**config.mk**
```make
export PLATFORM = sky130hd
export DESIGN_NAME = dlr_control
export DESIGN_NICKNAME = d
export VERILOG_FILES = /design/src/verilog/dlr_pkg.sv /design/src/verilog/dlr_control.sv
export SDC_FILE = /design/constraint.sdc
export NUM_CORES = 1
export LEC_CHECK = 0
export BUFFER_PORTS_ARGS = -buffer_cell sky130_fd_sc_hd__buf_2
export CORE_MARGIN = 2
export CORE_UTILIZATION = 45
export CTS_CLUSTER_DIAMETER = 120
export CTS_CLUSTER_SIZE = 30
export DETAILED_ROUTE_END_ITERATION = 8
export PLACE_DENSITY = 0.72
export SYNTH_ARGS = -nofsm -noshare
export SYNTH_HDL_FRONTEND = slang
export SYNTH_SLANG_ARGS = --single-unit
```
**constraint.sdc**
```tcl
create_clock -name clk -period 4.6 [get_ports clk]
set_input_delay 0.92 -clock clk [delete_from_list [all_inputs] [get_ports clk]]
set_output_delay 0.92 -clock clk [all_outputs]
set_load 0.005 [all_outputs]
```
**src/verilog/dlr_pkg.sv**
```systemverilog
package dlr_pkg;
    localparam int CHANNELS = 8;
    localparam int DATA_W = 14;
    localparam int ADDR_W = 5;
    // Address of the first channel data register; channels follow in order.
    localparam logic [4:0] ADDR_DATA_BASE = 5'h08;
    // Address of the general-purpose pin control register.
    localparam logic [4:0] ADDR_GPIO = 5'h01;
    // Reset codes selected by reset_level_select: low gives zero code, high mid-scale.
    localparam logic [13:0] RESET_CODE_LOW = 14'h0000;
    localparam logic [13:0] RESET_CODE_HIGH = 14'h2000;
    localparam logic ASYNC_MODE_RESET = 1'b0;
    // Length of one correction pass in ns, converted to cycles at the clock period.
    localparam int CORR_TIME_NS = 1000;
    localparam int CLK_PERIOD_NS = 100;
    localparam logic [7:0] CORR_CYCLES = 8'((CORR_TIME_NS + CLK_PERIOD_NS - 1) / CLK_PERIOD_NS);
endpackage
```
**src/verilog/dlr_control.sv**
```systemverilog
`timescale 1ns/1ps
`default_nettype none
// Operation
// - Latch-load low makes each output latch transparent to its data register.
// - Converter output changes in the same cycle its latch updates.
// - Hardware reset low restores data registers and outputs to selected level.
// - Five address inputs are decoded to choose the target register.
// - General-purpose pin is open drain: pulls low or releases only.
// - Reset-level select sets the output code after hardware reset; power-on reset always gives the low code.
// - Busy output pulls low while the correction engine runs.
module dlr_control (
    // Clock and reset.
    input wire logic clk,
    input wire logic rst_n,
    // Host pins.
    input wire logic latchLoad_n,
    input wire logic hwReset_n,
    input wire logic chipSel_n,
    input wire logic write_n,
    input wire logic [dlr_pkg::DATA_W-1:0] dataIn,
    input wire logic reg_addr_bit0,
    input wire logic reg_addr_bit1,
    input wire logic reg_addr_bit2,
    input wire logic reg_addr_bit3,
    input wire logic reg_addr_bit4,
    input wire logic reset_level_select,
    // General-purpose open-drain pin.
    input wire logic gpioIn,
    output logic gpioOut,
    output logic gpioOe,
    output logic gpioSense,
    // Busy open-drain pin.
    output logic busyOut,
    output logic busyOe,
    // Converter codes and mode.
    output logic [dlr_pkg::CHANNELS*dlr_pkg::DATA_W-1:0] dacCode,
    output logic asyncMode
);
    import dlr_pkg::*;

    // Pin synchronisers. The control group is forced idle during reset, while the
    // latch-load pair keeps running so that the mode strap reads the real pin level.
    localparam int SW = 10 + DATA_W;
    localparam logic [SW-1:0] SYNC_IDLE = {5'b11101, {ADDR_W{1'b0}}, {DATA_W{1'b0}}};
    logic [SW-1:0] syncA_reg, syncB_reg;
    logic [SW-1:0] syncA_next, syncB_next;
    logic ldSyncA_reg, ldSyncB_reg;
    logic ldSyncA_next, ldSyncB_next;
    logic ldN, rstPinN, csN, wrN, rsel, gpioS;
    logic [ADDR_W-1:0] addr;
    logic [DATA_W-1:0] din;

    always_comb begin
        syncA_next = {hwReset_n, chipSel_n, write_n, reset_level_select, gpioIn,
                      reg_addr_bit4, reg_addr_bit3, reg_addr_bit2, reg_addr_bit1,
                      reg_addr_bit0, dataIn};
        syncB_next = syncA_reg;
        if (!rst_n) begin
            syncA_next = SYNC_IDLE;
            syncB_next = SYNC_IDLE;
        end
    end

    always_ff @(posedge clk) begin
        syncA_reg <= syncA_next;
        syncB_reg <= syncB_next;
    end

    // Latch-load synchroniser, deliberately without reset.
    always_comb begin
        ldSyncA_next = latchLoad_n;
        ldSyncB_next = ldSyncA_reg;
    end

    always_ff @(posedge clk) begin
        ldSyncA_reg <= ldSyncA_next;
        ldSyncB_reg <= ldSyncB_next;
    end

    assign ldN = ldSyncB_reg;
    assign rstPinN = syncB_reg[SW-1];
    assign csN = syncB_reg[SW-2];
    assign wrN = syncB_reg[SW-3];
    assign rsel = syncB_reg[SW-4];
    assign gpioS = syncB_reg[SW-5];
    // Address decode from the five address lines.
    assign addr = syncB_reg[SW-6 -: ADDR_W];
    assign din = syncB_reg[DATA_W-1:0];

    function automatic logic [DATA_W-1:0] resetCode(input logic sel);
        resetCode = sel ? RESET_CODE_HIGH : RESET_CODE_LOW;
    endfunction

    // True when the address selects the data register of channel ch.
    function automatic logic isChanAddr(input logic [ADDR_W-1:0] a, input int ch);
        isChanAddr = (a == ADDR_DATA_BASE + ADDR_W'(ch));
    endfunction

    logic [DATA_W-1:0] dataReg [CHANNELS];
    logic [DATA_W-1:0] dataNext [CHANNELS];
    logic [DATA_W-1:0] latchReg [CHANNELS];
    logic [DATA_W-1:0] latchNext [CHANNELS];
    logic gpioDrive_reg, gpioDrive_next;
    logic asyncMode_reg, asyncMode_next;
    logic strapDone_reg, strapDone_next;
    logic [7:0] corrCnt_reg, corrCnt_next;
    logic wrStrobe, wrPrev_reg, wrPrev_next;
    logic anyReset;

    // A write is taken on the rising edge of write_n while selected.
    assign wrStrobe = !wrPrev_reg && wrN && !csN;
    assign anyReset = !rst_n || !rstPinN;

    // Write strobe edge detector; held high in reset so release gives no false edge.
    always_comb begin
        wrPrev_next = wrN;
        if (anyReset) begin
            wrPrev_next = 1'b1;
        end
    end

    always_ff @(posedge clk) begin
        wrPrev_reg <= wrPrev_next;
    end

    // Mode is caught once, from the synchronised latch-load level on the first edge
    // after reset release.
    always_comb begin
        strapDone_next = 1'b1;
        asyncMode_next = asyncMode_reg;
        if (!strapDone_reg) begin
            asyncMode_next = !ldN;
        end
        if (!rst_n) begin
            strapDone_next = 1'b0;
            asyncMode_next = ASYNC_MODE_RESET;
        end
    end

    always_ff @(posedge clk) begin
        strapDone_reg <= strapDone_next;
        asyncMode_reg <= asyncMode_next;
    end

    // Data registers and output latches. The logic reset always restores the low code,
    // which also keeps an unknown select out of the codes on the first reset edge.
    always_comb begin
        for (int i = 0; i < CHANNELS; i++) begin
            dataNext[i] = dataReg[i];
            latchNext[i] = latchReg[i];
            if (wrStrobe && isChanAddr(addr, i)) begin
                dataNext[i] = din;
            end
            if (!ldN) begin
                latchNext[i] = dataNext[i];
            end
            if (anyReset) begin
                dataNext[i] = resetCode(rst_n && rsel);
                latchNext[i] = resetCode(rst_n && rsel);
            end
        end
    end

    always_ff @(posedge clk) begin
        for (int i = 0; i < CHANNELS; i++) begin
            dataReg[i] <= dataNext[i];
            latchReg[i] <= latchNext[i];
        end
    end

    // Writing zero to bit 0 of the pin control register pulls the pin low.
    always_comb begin
        gpioDrive_next = gpioDrive_reg;
        if (wrStrobe && addr == ADDR_GPIO) begin
            gpioDrive_next = !din[0];
        end
        if (anyReset) begin
            gpioDrive_next = 1'b0;
        end
    end

    always_ff @(posedge clk) begin
        gpioDrive_reg <= gpioDrive_next;
    end

    // Each data write starts a correction pass; a later write restarts it.
    // Busy then stands for CORR_CYCLES cycles after the last write.
    always_comb begin
        corrCnt_next = (corrCnt_reg != 8'h00) ? corrCnt_reg - 8'h01 : 8'h00;
        for (int i = 0; i < CHANNELS; i++) begin
            if (wrStrobe && isChanAddr(addr, i)) begin
                corrCnt_next = CORR_CYCLES;
            end
        end
        if (anyReset) begin
            corrCnt_next = 8'h00;
        end
    end

    always_ff @(posedge clk) begin
        corrCnt_reg <= corrCnt_next;
    end

    // Outputs follow the latches directly, no extra stage.
    always_comb begin
        for (int i = 0; i < CHANNELS; i++) begin
            dacCode[i*DATA_W +: DATA_W] = latchReg[i];
        end
    end

    // Open-drain pins only ever drive low.
    assign gpioOut = 1'b0;
    assign gpioOe = gpioDrive_reg;
    assign gpioSense = gpioS;
    assign busyOut = 1'b0;
    assign busyOe = (corrCnt_reg != 8'h00);
    assign asyncMode = asyncMode_reg;
endmodule
`default_nettype wire

```
==> flow_summary.json <==
{
  "grt_max_degree": 108,
  "clk_pin_slew_ps": 110,
  "synth_mux_area_share_pct": 0,
  "synth-adder-area-share_pct": 0.119,
  "synthCells": 1095,
  "numPortBuffers": 142,
  "min_path_type": "reg -> reg",
  "dr_wl_met2_mm": 12.2,
  "ys_seq_area_share_pct": 55.3,
  "p_sw_share_pct": 24.6,
  "io_pins": 145,
  "rsz0062_at_grt": "no",
  "clock_skew_ps": 22.9,
  "first_global_vias": 7606,
  "synth-main-ff-cell": "dfxtp_1",
  "drtIter0Drc": 747,
  "arrival_ps": 2280,
  "syn_area_um2": 10500,
  "cp_slowest_cell": "or3b_2",
  "switchingPower_mw": 1.07,
  "dr.pass1.iters": 5,
  "track_usage_pct": 21.3,
  "fmax_mhz": 313,
  "worstPathMaxFanout": 4,
  "synth_edf_count": 8,
  "cp_cell_sequence": "inv_1, ha_1, or3b_2, nor3_1, inv_1, buf_2",
  "cts.sinks": 286,
  "hold_buffers": 0,
  "vias": 8384,
  "dpl.cell_count": 1440,
  "synth_compound_area_share_pct": 25.9,
  "met3WireLength_mm": 1.81,
  "root_buffer": "clkbuf_16",
  "insertion_delay_ps": 500,
  "cts_resized": 0,
  "cts_tree": "built",
  "synthSimpleGateAreaFrac_pct": 12.6,
  "async_reset_ff_share_pct": 0,
  "cap_violations": 0,
  "numCtsBuffers": 13,
  "min_period_over_period_pct": 69.5,
  "report.final.slew_viol_count": 0,
  "endpoint_kind": "output port",
  "wirelength_met1_mm": 12.0,
  "stdcell_count": 1458,
  "hold_violations": 0,
  "pwr-share-comb_pct": 8.4,
  "seq_power_share_pct": 61.5,
  "tightest_slew_ps": 1090,
  "synth.avg_cell_area_um2": 9.59,
  "setup_tns_ps": 0,
  "postRouteWirelength_mm": 26.8,
  "die_w_um": 157,
  "initial_utilization_pct": 46.1,
  "peakVddDrop_mv": 0.221,
  "power.density_nw_per_um2": 379,
  "maxUsedRoutingLayer": "met4",
  "required_ps": 3680,
  "grt_pass1_wl_mm": 41.7,
  "ys_ff_latch": 286,
  "crit_buf_inv": 3,
  "reg_top3": "dataReg x112, latchReg x112",
  "slowest_delay_ps": 500,
  "synth_cell_types": 47,
  "power.clock.fraction_pct": 30.0,
  "die_area_um2": 24600,
  "drc": 0,
  "p_leak_nw": 4.10,
  "power.internal_mw": 3.27,
  "drive_gt1_share_pct": 20.4,
  "avgViaCountPerCell": 5.75,
  "antenna_found_initial": 0,
  "h-tree-depth": 1,
  "final_nets": 1170,
  "chipHeight_um": 157,
  "synth_top_family_by_area": "compound AO/OA/AOI/OAI gates",
  "wl_per_cell_um": 18.4,
  "setup_violations": 0,
  "hpwl_mm": 16.1,
  "critPathTopFamily": "simple AND/OR/NAND/NOR gates",
  "post_cts_buffers": 0,
  "place_congestion": 0.759,
  "grt_overflow": 0,
  "area_delta_synth_final_pct": 8.92,
  "ant_nets": 0,
  "yosysWarningCount": 0,
  "antenna_cells": 0,
  "cp_common_cell": "inv_1",
  "worstSetupStartpointType": "flop",
  "status": "complete, no violations",
  "rows": 55,
  "worst-setup-path-type": "reg -> out",
  "fin_crit_ps": 3200,
  "timing.slew.headroom_pct": 26.9,
  "synth_xor_area_share_pct": 0.0834,
  "cts_max_path_buffers": 3,
  "core_um2": 22800
}
cells in the mapped netlist (2+ instances only):
library cell	n	area share [%]
and4bb_1	2	0.24
and4_1	2	0.17
dfxtp_1	278	53
clkbuf_1	68	2.4
nand4_1	3	0.18
o211ai_1	10	0.71
a21o_1	2	0.14
o21ai_2	52	4.3
a21oi_1	108	5.1
or3_1	3	0.18
clkbuf_2	4	0.19
nand2b_1	9	0.54
nor3_1	5	0.24
buf_4	3	0.21
edfxtp_1	8	2.3
nor4b_4	3	0.68
and2_1	42	2.5
o21ai_1	61	2.9
o211ai_2	4	0.48
nor2b_1	3	0.18
o21ai_0	108	5.1
inv_1	3	0.11
nand4bb_1	3	0.32
and4b_1	3	0.29
buf_2	32	1.5
nand4b_1	3	0.25
o31ai_1	2	0.14
a31oi_1	113	6.7
or4b_1	2	0.19
nand2_1	12	0.43
buf_6	14	1.5
nand3_1	115	5.5
power groups by stage:
stage | clock (mW) | combinational [mW] | sequential (mW)
floorplan | 0 | 0.258 | 2.68
global placement | 0 | 0.358 | 2.72
detailed placement | 0 | 0.363 | 2.72
CTS | 1.33 | 0.366 | 2.67
global route | 1.42 | 0.410 | 2.68
finish | 1.30 | 0.365 | 2.67
path summary, 6_finish.rpt:
path / from / endpoint / slack (ps) / depth (start not counted)
worst max-delay path: corrCnt_reg[0]$_SDFF_PP0_ / busyOe / 1400 / 6
worst min-delay path: ldSyncA_reg$_DFF_P_ / ldN$_DFF_P_ / 340 / 0
worst max register to register: syncB_reg[17]$_SDFF_PN0_ / latchReg[1][13]$_DFFE_PP_ / 2100 / 3
worst min register to register: ldSyncA_reg$_DFF_P_ / ldN$_DFF_P_ / 340 / 0
kinds of logic (layout without fill, tap and decap cells):
group	Yosys count	in the layout
AO/OA/AOI/OAI	462	462
XOR/XNOR	1	1
adder cells (fa/ha/maj)	1	1
buffers and inverters	125	174
flip-flops	286	286
other	1	2
AND/OR/NAND/NOR	219	219
stage by stage:
| stage | setup WS, ps | utilization (%) | power (mW) | instance area, µm² | hold slack [ps] |
|---|---|---|---|---|---|
| finish | 1400 | 50.2 | 4.34 | 11400 | 337 |
| global route | 1310 | 50.2 | 4.51 | 11400 | 353 |
| CTS | 1390 | 50.2 | 4.36 | 11400 | 339 |
| detailed placement | 1850 | 48.7 | 3.09 | 11100 | 316 |
| global placement | 1900 | 48.7 | 3.08 | 11100 | 314 |
| floorplan | 2260 | - | 2.94 | 10500 | 310 |
cell type report:
cell class                 instances  area, µm²
fill                            2146      11300
sequential                       286       5810
multi-input combinational        685       4090
timing repair buffer             152        786
tap                              313        392
clock buffer                      17        340
inverter                           4       17.5
clock inverter                     1       16.3
cell usage in the layout (no fill, tap or decap), types with 4 or more instances in the layout:
cell         n
nand3_1    115
o21ai_2     52
a31oi_1    113
a21oi_1    108
o211ai_2     4
o21ai_0    108
and2_1      41
buf_2      142
buf_4       10
clkbuf_16   13
edfxtp_1     8
o21ai_1     61
dfxtp_1    278
nand2_1     11
clkbuf_1     4
nand2b_1     9
nor3_1       5
o211ai_1    10
worst reg2reg max path: cells and delay by family, from the launching register on:
| kind | cells | cell delay [ps] |
|---|---|---|
| DFF | 1 | 740 |
| and+or+nand+nor | 1 | 970 |
| AOI/OAI and AO/OA | 2 | 530 |
routing by layer:
layer	up-vias	global-route usage (%)
met5	-	0
met4	0	6.82
met3	41	3.18
met2	267	33.1
met1	3991	30.4
li1	4085	-
(Power assumes the default switching activity.)
